--- config.mk ---
export PLATFORM = sky130hd
export DESIGN_NAME = sleep_wake_controller
export DESIGN_NICKNAME = d
export VERILOG_FILES = /design/src/sleep_wake_pkg.sv /design/src/sleep_wake_controller.sv
export SDC_FILE = /design/constraint.sdc
export NUM_CORES = 1
export LEC_CHECK = 0
export CORE_MARGIN = 2
export CORE_UTILIZATION = 57
export DETAILED_ROUTE_END_ITERATION = 8
export DONT_BUFFER_PORTS = 1
export MAX_ROUTING_LAYER = met4
export PLACE_DENSITY = 0.81
export SYNTH_ARGS = -nofsm -noshare
export SYNTH_HDL_FRONTEND = slang
export SYNTH_SLANG_ARGS = --single-unit
--- constraint.sdc ---
create_clock -name clock_in -period 2.45 [get_ports clock_in]
set_input_delay 0.245 -clock clock_in [delete_from_list [all_inputs] [get_ports clock_in]]
set_output_delay 0.245 -clock clock_in [all_outputs]
set_load 0.005 [all_outputs]
--- src/sleep_wake_pkg.sv ---
// Constants and types shared by the sleep and wake controller
package sleep_wake_pkg;
    // Register indices; each byte address is four times its index
    localparam logic [13:0] OPTION_IDX = 14'h0081;
    localparam logic [13:0] CONFIG_IDX = 14'h2007;
    localparam logic [13:0] STATUS_IDX = 14'h0003;
    localparam logic [15:0] OPTION_ADDR = {OPTION_IDX, 2'b00};
    localparam logic [15:0] CONFIG_ADDR = {CONFIG_IDX, 2'b00};
    localparam logic [15:0] STATUS_ADDR = {STATUS_IDX, 2'b00};

    // Reset value of the option register
    localparam logic [7:0] OPTION_RST = 8'hff;

    // Field positions
    localparam int OPT_PSA = 3;
    localparam int OPT_PS_LO = 0;
    localparam int CFG_WATCHDOG_FUSE_ENABLE = 2;
    localparam int CFG_FOSC_LO = 0;
    localparam int STAT_TO = 4;
    localparam int STAT_PD = 3;
    localparam int STAT_ST_LO = 0;

    // Oscillator select code of the RC mode
    localparam logic [1:0] OSC_RC = 2'h3;

    // Interrupt vector reached after an enabled interrupt wake
    localparam logic [12:0] VECTOR_ADDR = 13'h0004;

    // Oscillator start-up delay in oscillator periods, then in clocks
    localparam int OST_TOSC = 1024;
    localparam int OSC_PERIOD_NS = 8;
    localparam int CLK_PERIOD_NS = 8;
    localparam int OST_CYCLES = (OST_TOSC * OSC_PERIOD_NS + CLK_PERIOD_NS - 1) / CLK_PERIOD_NS;
    localparam logic [10:0] OST_LAST = 11'(OST_CYCLES - 1);

    // Watchdog base period in watchdog oscillator ticks
    localparam logic [19:0] WDT_BASE_TICKS = 20'h0_0100;

    // Controller states, Gray coded along run, exec, sleep, start-up
    typedef enum logic [1:0] {
        ST_RUN = 2'b00,
        ST_EXEC = 2'b01,
        ST_SLEEP = 2'b11,
        ST_OST = 2'b10
    } state_t;
endpackage

--- src/sleep_wake_controller.sv ---
// Sleep entry, wake-up and watchdog control for a small core
//
// Register access over AHB-Lite was decided locally.
`timescale 1ns/1ns

module sleep_wake_controller
    import sleep_wake_pkg::*;
(
    input wire logic clock_in,
    input wire logic rst_in,
    input wire logic ce_in,
    // AHB-Lite register port
    input wire logic hsel_in,
    input wire logic [31:0] haddr_in,
    input wire logic [1:0] htrans_in,
    input wire logic hwrite_in,
    input wire logic [2:0] hsize_in,
    input wire logic [31:0] hwdata_in,
    input wire logic hready_in,
    output logic [31:0] hrdata_out,
    output logic hreadyout_out,
    output logic hresp_out,
    // Core side
    input wire logic sleep_instr_in,
    input wire logic watchdog_clear_instr_in,
    input wire logic global_irq_enable_in,
    input wire logic [2:0] irq_flag_in,
    input wire logic [2:0] irq_enable_in,
    input wire logic [7:0] config_word_in,
    input wire logic master_clear_pin_n_in,
    output logic master_clear_pin_out,
    output logic master_clear_pin_oe_n_out,
    input wire logic watchdog_tick_in,
    output logic core_run_out,
    output logic osc_driver_en_out,
    output logic io_hold_out,
    output logic prefetch_next_out,
    output logic device_reset_out,
    output logic vector_after_next_out,
    output logic [12:0] vector_addr_out
);

    state_t state_q;
    state_t state_d;
    logic [7:0] option_q;
    logic [7:0] cfg_q;
    logic power_down_q;
    logic timeout_q;
    logic device_reset_q;
    logic vector_q;
    logic irq_wake_q;
    logic [19:0] wdt_cnt_q;
    logic [10:0] ost_cnt_q;
    logic dphase_q;
    logic wr_pend_q;
    logic [31:0] waddr_q;
    logic [31:0] hrdata_q;
    logic wake_pending;
    logic nop_sleep;
    logic sleep_go;
    logic wdt_en;
    logic wdt_expire;
    logic wdt_clear;
    logic rc_mode;
    logic leaving;
    logic irq_now;
    logic resume;
    logic addr_ok;

    // Address decode shared by read and write paths
    function automatic logic reg_hit(input logic [31:0] addr, input logic [15:0] reg_addr);
        reg_hit = (addr[31:16] == 16'h0000) && (addr[15:0] == reg_addr);
    endfunction

    // Watchdog limit, lengthened when the prescaler is assigned to it
    function automatic logic [19:0] wdt_limit(input logic [7:0] opt);
        if (opt[OPT_PSA]) begin
            wdt_limit = WDT_BASE_TICKS << opt[OPT_PS_LO +: 3];
        end else begin
            wdt_limit = WDT_BASE_TICKS;
        end
    endfunction

    // three interrupt wake sources
    // Only edge pin, port change and EEPROM done reach this mask
    assign wake_pending = |(irq_flag_in & irq_enable_in);

    assign nop_sleep = wake_pending && !global_irq_enable_in;

    // entry only on instruction
    // Master clear and a running-mode expiry both outrank the instruction
    assign sleep_go = ce_in && state_q == ST_RUN && sleep_instr_in && !nop_sleep
                      && master_clear_pin_n_in && !wdt_expire;

    assign prefetch_next_out = sleep_go;

    assign wdt_en = cfg_q[CFG_WATCHDOG_FUSE_ENABLE];
    assign wdt_expire = wdt_en && watchdog_tick_in && (wdt_cnt_q == wdt_limit(option_q) - 20'h0_0001);

    assign wdt_clear = sleep_go || (ce_in && state_q == ST_RUN && watchdog_clear_instr_in);

    assign rc_mode = cfg_q[CFG_FOSC_LO +: 2] == OSC_RC;

    // Next state of the sleep sequence
    always_comb begin
        state_d = state_q;
        if (!master_clear_pin_n_in) begin
            // master clear restarts oscillator and raises reset on the same edge
            if (state_q == ST_EXEC || state_q == ST_SLEEP) begin
                state_d = rc_mode ? ST_RUN : ST_OST;
            end
        end else begin
            case (state_q)
                ST_RUN: begin
                    if (sleep_go) begin
                        state_d = ST_EXEC;
                    end
                end
                ST_EXEC: begin
                    if (wake_pending) begin
                        state_d = rc_mode ? ST_RUN : ST_OST;
                    end else begin
                        state_d = ST_SLEEP;
                    end
                end
                ST_SLEEP: begin
                    if (wdt_expire || wake_pending) begin
                        state_d = rc_mode ? ST_RUN : ST_OST;
                    end
                end
                ST_OST: begin
                    // core waits for a stable oscillator
                    if (ost_cnt_q == OST_LAST) begin
                        state_d = ST_RUN;
                    end
                end
                default: begin
                    state_d = ST_RUN;
                end
            endcase
        end
    end

    // State register; the clock enable freezes the whole sequence
    always_ff @(posedge clock_in) begin
        if (rst_in) begin
            state_q <= ST_RUN;
        end else if (ce_in) begin
            state_q <= state_d;
        end
    end

    // Start-up delay counter, cleared whenever outside the wait
    always_ff @(posedge clock_in) begin
        if (rst_in) begin
            ost_cnt_q <= 11'h000;
        end else if (ce_in) begin
            if (state_q == ST_OST) begin
                ost_cnt_q <= ost_cnt_q + 11'h001;
            end else begin
                ost_cnt_q <= 11'h000;
            end
        end
    end

    // Watchdog counter; it keeps counting in sleep on its own ticks
    always_ff @(posedge clock_in) begin
        if (rst_in) begin
            wdt_cnt_q <= 20'h0_0000;
        end else if (ce_in) begin
            if (wdt_clear || wdt_expire || !master_clear_pin_n_in) begin
                wdt_cnt_q <= 20'h0_0000;
            end else if (wdt_en && watchdog_tick_in) begin
                wdt_cnt_q <= wdt_cnt_q + 20'h0_0001;
            end
        end
    end

    // Power-down flag
    always_ff @(posedge clock_in) begin
        if (rst_in) begin
            power_down_q <= 1'b1;
        end else if (ce_in && sleep_go) begin
            power_down_q <= 1'b0;
        end
    end

    // Timeout flag; an expiry beats the set on entry
    always_ff @(posedge clock_in) begin
        if (rst_in) begin
            timeout_q <= 1'b1;
        end else if (ce_in) begin
            if (wdt_expire) begin
                timeout_q <= 1'b0;
            end else if (sleep_go) begin
                timeout_q <= 1'b1;
            end
        end
    end

    always_ff @(posedge clock_in) begin
        if (rst_in) begin
            device_reset_q <= 1'b1;
        end else if (ce_in) begin
            device_reset_q <= !master_clear_pin_n_in || (wdt_expire && state_q != ST_SLEEP);
        end
    end

    assign leaving = (state_q == ST_EXEC || state_q == ST_SLEEP) && state_d != state_q;
    assign irq_now = leaving && master_clear_pin_n_in && wake_pending && !wdt_expire;
    assign resume = ce_in && master_clear_pin_n_in && state_q != ST_RUN && state_d == ST_RUN;

    // Remember an interrupt wake across the start-up wait
    always_ff @(posedge clock_in) begin
        if (rst_in) begin
            irq_wake_q <= 1'b0;
        end else if (ce_in) begin
            if (resume || !master_clear_pin_n_in) begin
                irq_wake_q <= 1'b0;
            end else if (irq_now) begin
                irq_wake_q <= 1'b1;
            end
        end
    end

    // vector after next instruction
    // Global enable is sampled at resume, when the core reads it anyway
    always_ff @(posedge clock_in) begin
        if (rst_in) begin
            vector_q <= 1'b0;
        end else if (ce_in) begin
            vector_q <= resume && (irq_wake_q || irq_now) && global_irq_enable_in;
        end
    end

    // Fuse word is taken while reset is held
    always_ff @(posedge clock_in) begin
        if (rst_in) begin
            cfg_q <= config_word_in;
        end
    end

    // AHB-Lite address phase accepted only when the block runs
    assign addr_ok = hsel_in && htrans_in[1] && hready_in && ce_in;

    // Bus phase tracking and read data capture
    always_ff @(posedge clock_in) begin
        if (rst_in) begin
            dphase_q <= 1'b0;
            wr_pend_q <= 1'b0;
            waddr_q <= 32'h0000_0000;
            hrdata_q <= 32'h0000_0000;
        end else if (ce_in) begin
            dphase_q <= addr_ok;
            wr_pend_q <= addr_ok && hwrite_in;
            if (addr_ok) begin
                waddr_q <= haddr_in;
            end
            if (addr_ok && !hwrite_in) begin
                hrdata_q <= 32'h0000_0000;
                if (reg_hit(haddr_in, OPTION_ADDR)) begin
                    hrdata_q[7:0] <= option_q;
                end else if (reg_hit(haddr_in, CONFIG_ADDR)) begin
                    hrdata_q[7:0] <= cfg_q;
                end else if (reg_hit(haddr_in, STATUS_ADDR)) begin
                    hrdata_q[STAT_TO] <= timeout_q;
                    hrdata_q[STAT_PD] <= power_down_q;
                    hrdata_q[STAT_ST_LO +: 2] <= state_q;
                end
            end
        end
    end

    // Option register; other offsets ignore writes
    always_ff @(posedge clock_in) begin
        if (rst_in) begin
            option_q <= OPTION_RST;
        end else if (ce_in && wr_pend_q && reg_hit(waddr_q, OPTION_ADDR)) begin
            option_q <= hwdata_in[7:0];
        end
    end

    // Zero wait states; a frozen block stretches its data phase
    assign hreadyout_out = !dphase_q || ce_in;
    assign hresp_out = 1'b0;
    assign hrdata_out = hrdata_q;

    assign io_hold_out = state_q == ST_EXEC || state_q == ST_SLEEP;
    assign osc_driver_en_out = state_q == ST_RUN || state_q == ST_OST;
    assign core_run_out = state_q == ST_RUN;
    assign master_clear_pin_out = 1'b0;
    assign master_clear_pin_oe_n_out = 1'b1;
    assign device_reset_out = device_reset_q;
    assign vector_after_next_out = vector_q;
    assign vector_addr_out = VECTOR_ADDR;
endmodule

==> implementation parameters <==
Parameter                              Value

Route
  First-iteration detailed-routing DRC count ... 341
  Final routed DRC violation total ... 0
  Detail-routed via count per cell ... 5.85
  Number of iterations in the first detailed-routing pass ... 5
  Total wirelength of the detailed-routed design ... 11.0 mm
  Number of antenna-violating nets in the routed design ... 0
  Vias after detailed routing ... 4089
  Post-detailed-route wirelength per cell ... 15.8 um

Global route
  Antenna violations before repair ... 0
  Total gr overflow ... 0
  Vias in the first global route ... 3727
  Pin count of the biggest net entering global routing ... 72
  Global-route wire length before repair ... 17.0 mm
  Overall track demand over capacity in global routing ... 0.242

Worst setup path
  CP max FO ... 5
  First element of the critical path ... option_q[2]$_SDFFE_PP1P_
  Buffers and inverters on the worst path ... 1
  Levels on crit path ... 9
  Crit-path leading delay family ... simple AND/OR/NAND/NOR gates
  WP data required ... 2.20 ns
  Crit path DAT ... 2.53 ns
  Slowest cell on the critical path ... sky130_fd_sc_hd__dfxtp_2
  Crit-path cells ... o31a_1, ha_4, and2_4, o211ai_1, nand3_1, and4b_1, and4b_2, or2_4, inv_2
  Sort of element at the start of the critical path ... register
  Critical Setup Path Class ... register to output port
  Endpoint of the worst-slack reg-to-reg timing path ... wdt_cnt_q[4]$_SDFFE_PP0P_
  Worst Reg-to-Reg Cells ... 11
  R2r setup slk ... -0.28 ns
  Destination of the critical timing path ... prefetch_next_out
  Reg-to-reg startpoint ... option_q[2]$_SDFFE_PP1P_
  Critical path's largest stage delay ... 0.34 ns
  CP Capture Type ... output port

Synthesis
  EDFF count, synth ... 8
  Mapped Cells ... 570
  Count of different cell masters after synthesis ... 60
  Syn Std Cell Area ... 4820 um^2
  Most instantiated cells after synthesis ... sky130_fd_sc_hd__nand2_1 (96), sky130_fd_sc_hd__dfxtp_1 (88), sky130_fd_sc_hd__a21oi_1 (51)
  Post-synth top area share ... 0.366
  Share of synthesized registers carrying an async set or reset ... 0
  Share of the synthesized area in compound gates (AO/OA/AOI/OAI) ... 0.120
  Commonest register cell after synthesis ... sky130_fd_sc_hd__dfxtp_1
  Count of yosys warnings during synthesis ... 0
  Share of synthesized area spent on multiplexers ... 0.0187
  Cell types occupying the most area after synthesis ... sky130_fd_sc_hd__dfxtp_1 (37%), sky130_fd_sc_hd__nand2_1 (7.5%), sky130_fd_sc_hd__buf_4 (6.2%)
  Simple logic cell fraction of the synthesized area ... 0.277
  Share of synthesized area occupied by flip-flops and latches ... 0.415
  Post-synthesis adder-cell area fraction ... 0.00779
  Synth area leader ... sky130_fd_sc_hd__dfxtp_1
  Largest family of logic cells by synthesized area ... simple AND/OR/NAND/NOR gates
  Yosys reg bits ... 96
  Post-Syn Area per Cell ... 8.46 um^2
  Fraction of synthesized cell area in xor and xnor cells ... 0.0545
  Most frequent cell after synthesis ... sky130_fd_sc_hd__nand2_1

STA
  Headroom to the max-slew limit ... 0.375
  Largest clock skew in the final design ... 0.0129 ns
  Setup repair after global routing missed its margin ... true
  Post-layout worst setup margin ... -0.324 ns
  Transition time of the tightest slew-check pin ... 0.925 ns
  Final-report max-slew violation count ... 0
  Final critical path time including I/O delays and setup ... 2.77 ns
  Final hold vios ... 0
  Final critical-path share of the clock period ... 1.13
  Final setup violation count ... 26
  Highest clock frequency the design can meet ... 360 MHz

Power
  Overall power ... 2.86 mW
  Net Switching ... 0.740 mW
  Clock share of power ... 0.358
  Internal portion of total power ... 2.12 mW
  Ratio of total power to cell area ... 532 nW/um^2
  Leakage ... 1.89 nW
  Proportion of power drawn by combinational gates ... 0.074
  Net switching share of the total power ... 0.259
  Peak ir drop on the vdd network ... 0.335 mV
  Sequential group share of total power ... 0.568

Placed design
  Placed wire-length estimate ... 7.40 mm
  Number of cells after detailed placement ... 656
  Final weighted congestion of routability-driven global placement ... 0.901
  Port Buffer Count ... 0

Die
  Starting density of the core ... 0.587
  Die ar. ... 9210 um^2
  Core ar. ... 8220 um^2
  Total number of placement rows ... 33
  I/O pin total ... 149
  X dimension of the die ... 96.0 um
  Die Span Y ... 96.0 um

CTS
  Clk buf depth ... 2
  CTS H-tree lvls ... 3
  Clock tree root driver cell ... sky130_fd_sc_hd__clkbuf_8
  Clock tree from TritonCTS ... built
  Clock buffer count from CTS ... 9
  Clock insertion delay at the later pin of the skew report ... 0.36 ns
  TritonCTS Sinks ... 96
  Clk pin slew, worst setup/hold paths ... 0.11 ns

Hold path
  Hold Path Depth ... 2
  Hold WC Path Type ... input pin to register

Layout
  Antenna diode instance count ... 0
  Filler cell count ... 628
  Area grow syn2layout ... 11.7%
  Share of layout cells above drive strength 1 ... 0.131
  Count of nets after finishing ... 686
  Non-Filler Instances ... 699

Outcome
  Failing checks ... setup timing
  Result of the run ... complete, but fails checks

Run
  Maximum Capacitance Violations ... 0
## power groups by stage
| stage | logic (mW) | clock network (mW) | registers [mW] |
|---|---|---|---|
| floorplan | 0.181 | 0 | 1.66 |
| global placement | 0.131 | 0 | 1.66 |
| detailed placement | 0.135 | 0 | 1.66 |
| CTS | 0.198 | 1.04 | 1.63 |
| global route | 0.235 | 1.10 | 1.63 |
| finish | 0.213 | 1.02 | 1.63 |
## sequential cells by signal, summed over array words and instances (netlist names)
| signal | count |
|---|---|
| ost_cnt_q | 11 |
| option_q | 8 |
| hrdata_out | 8 |
| wdt_cnt_q | 20 |
| vector_after_next_out | 1 |
| wr_pend_q | 1 |
| waddr_q | 32 |
| device_reset_out | 1 |
| dphase_q | 1 |
| timeout_q | 1 |
| irq_wake_q | 1 |
| power_down_q | 1 |
| cfg_q | 8 |
| state_q | 2 |
## through the flow
step | util | area (um^2) | TNS (ns) | worst slack [ns] | hold WS (ns)
after global placement | 0.582 | 4780 | -0.889 | -0.0565 | 0.328
after CTS | 0.641 | 5270 | -4.34 | -0.317 | 0.0000236
after global routing | 0.655 | 5380 | -8.34 | -0.422 | 0.00200
final | 0.655 | 5380 | -5.47 | -0.324 | 0.00760
after floorplan | - | 4990 | -1.21 | -0.0894 | 0.344
after detailed placement | 0.582 | 4780 | -2.03 | -0.122 | 0.326
## routing by layer
metal  routed length (um)  global-route usage
met4                  216              0.0857
met1                 4640               0.305
met5                    0                   -
met2                 5400               0.385
met3                  795              0.0517
## worst reg2reg max path: stages, from the launching register on
cell	delay [ns]
sky130_fd_sc_hd__dfxtp_2	0.34
sky130_fd_sc_hd__o31a_1	0.34
sky130_fd_sc_hd__ha_4	0.20
sky130_fd_sc_hd__and2_4	0.13
sky130_fd_sc_hd__o211ai_1	0.29
sky130_fd_sc_hd__nand3_1	0.13
sky130_fd_sc_hd__and4b_1	0.20
sky130_fd_sc_hd__and4b_2	0.25
sky130_fd_sc_hd__buf_4	0.16
sky130_fd_sc_hd__o21a_4	0.20
sky130_fd_sc_hd__bufbuf_16	0.27
sky130_fd_sc_hd__nor3_4	0.15
## repair_timing
action	in CTS	in global routing
gates cloned	1	0
hold endpoints to repair	80	4
setup buffers	6	2
endpoints found under the setup margin	25	27
pin swaps	5	8
hold buffers	14	4
gates resized for setup	9	10
## placed cells by master, fill, tap and decap left out, types with 3 or more instances in the layout
| cell | netlist | final |
|---|---|---|
| sky130_fd_sc_hd__a22oi_1 | 4 | 4 |
| sky130_fd_sc_hd__nor2_1 | 42 | 42 |
| sky130_fd_sc_hd__edfxtp_1 | 8 | 8 |
| sky130_fd_sc_hd__conb_1 | 2 | 40 |
| sky130_fd_sc_hd__mux2i_1 | 9 | 9 |
| sky130_fd_sc_hd__nor4_1 | 13 | 12 |
| sky130_fd_sc_hd__clkbuf_8 | 0 | 10 |
| sky130_fd_sc_hd__nor3_1 | 17 | 11 |
| sky130_fd_sc_hd__nand3_1 | 14 | 14 |
| sky130_fd_sc_hd__nor3_2 | 10 | 12 |
| sky130_fd_sc_hd__a22o_1 | 4 | 4 |
| sky130_fd_sc_hd__o211ai_1 | 5 | 5 |
| sky130_fd_sc_hd__a31oi_1 | 3 | 3 |
| sky130_fd_sc_hd__dlygate4sd3_1 | 0 | 17 |
| sky130_fd_sc_hd__buf_4 | 40 | 23 |
| sky130_fd_sc_hd__xor2_1 | 20 | 20 |
| sky130_fd_sc_hd__nand4_1 | 14 | 14 |
| sky130_fd_sc_hd__dfxtp_1 | 88 | 86 |
| sky130_fd_sc_hd__nand2_1 | 96 | 96 |
| sky130_fd_sc_hd__nor4_4 | 1 | 3 |
| sky130_fd_sc_hd__nor4b_1 | 5 | 5 |
| sky130_fd_sc_hd__nand2b_1 | 3 | 3 |
| sky130_fd_sc_hd__xnor2_1 | 10 | 10 |
| sky130_fd_sc_hd__o21ai_0 | 10 | 10 |
| sky130_fd_sc_hd__inv_1 | 8 | 7 |
| sky130_fd_sc_hd__and3_1 | 6 | 6 |
| sky130_fd_sc_hd__a21oi_1 | 51 | 51 |
| sky130_fd_sc_hd__and4_1 | 7 | 7 |
| sky130_fd_sc_hd__nor3_4 | 0 | 4 |
## layout make-up
class	count	area (um^2)	share of cell area
repair buffers	45	454	0.0844
multi-input cells	429	2560	0.476
clock inverters	6	61.3	0.0114
flip-flops and latches	96	2000	0.372
well taps	105	131	0.0244
clock buffers	10	138	0.0256
inverters	8	30.0	0.00558
## worst min-delay path by stage
stage,slack (ns),end,start
after global routing,0.002,waddr_q[20]$_SDFFE_PP0P_,haddr_in[20]
after global placement,0.33,wdt_cnt_q[18]$_SDFFE_PP0P_,rst_in
after detailed placement,0.33,waddr_q[25]$_SDFFE_PP0P_,rst_in
after floorplan,0.34,cfg_q[0]$_DFFE_PP_,config_word_in[0]
after CTS,0.00002,waddr_q[29]$_SDFFE_PP0P_,haddr_in[29]
final,0.008,waddr_q[29]$_SDFFE_PP0P_,haddr_in[29]
## cells by family after synthesis
family,Yosys count
buffers and inverters,83
AND/OR/NAND/NOR,252
other,2
XOR/XNOR,30
AO/OA/AOI/OAI,95
adder cells (fa/ha/maj),3
multiplexers,9
flip-flops,96
(Power assumes the default switching activity.)
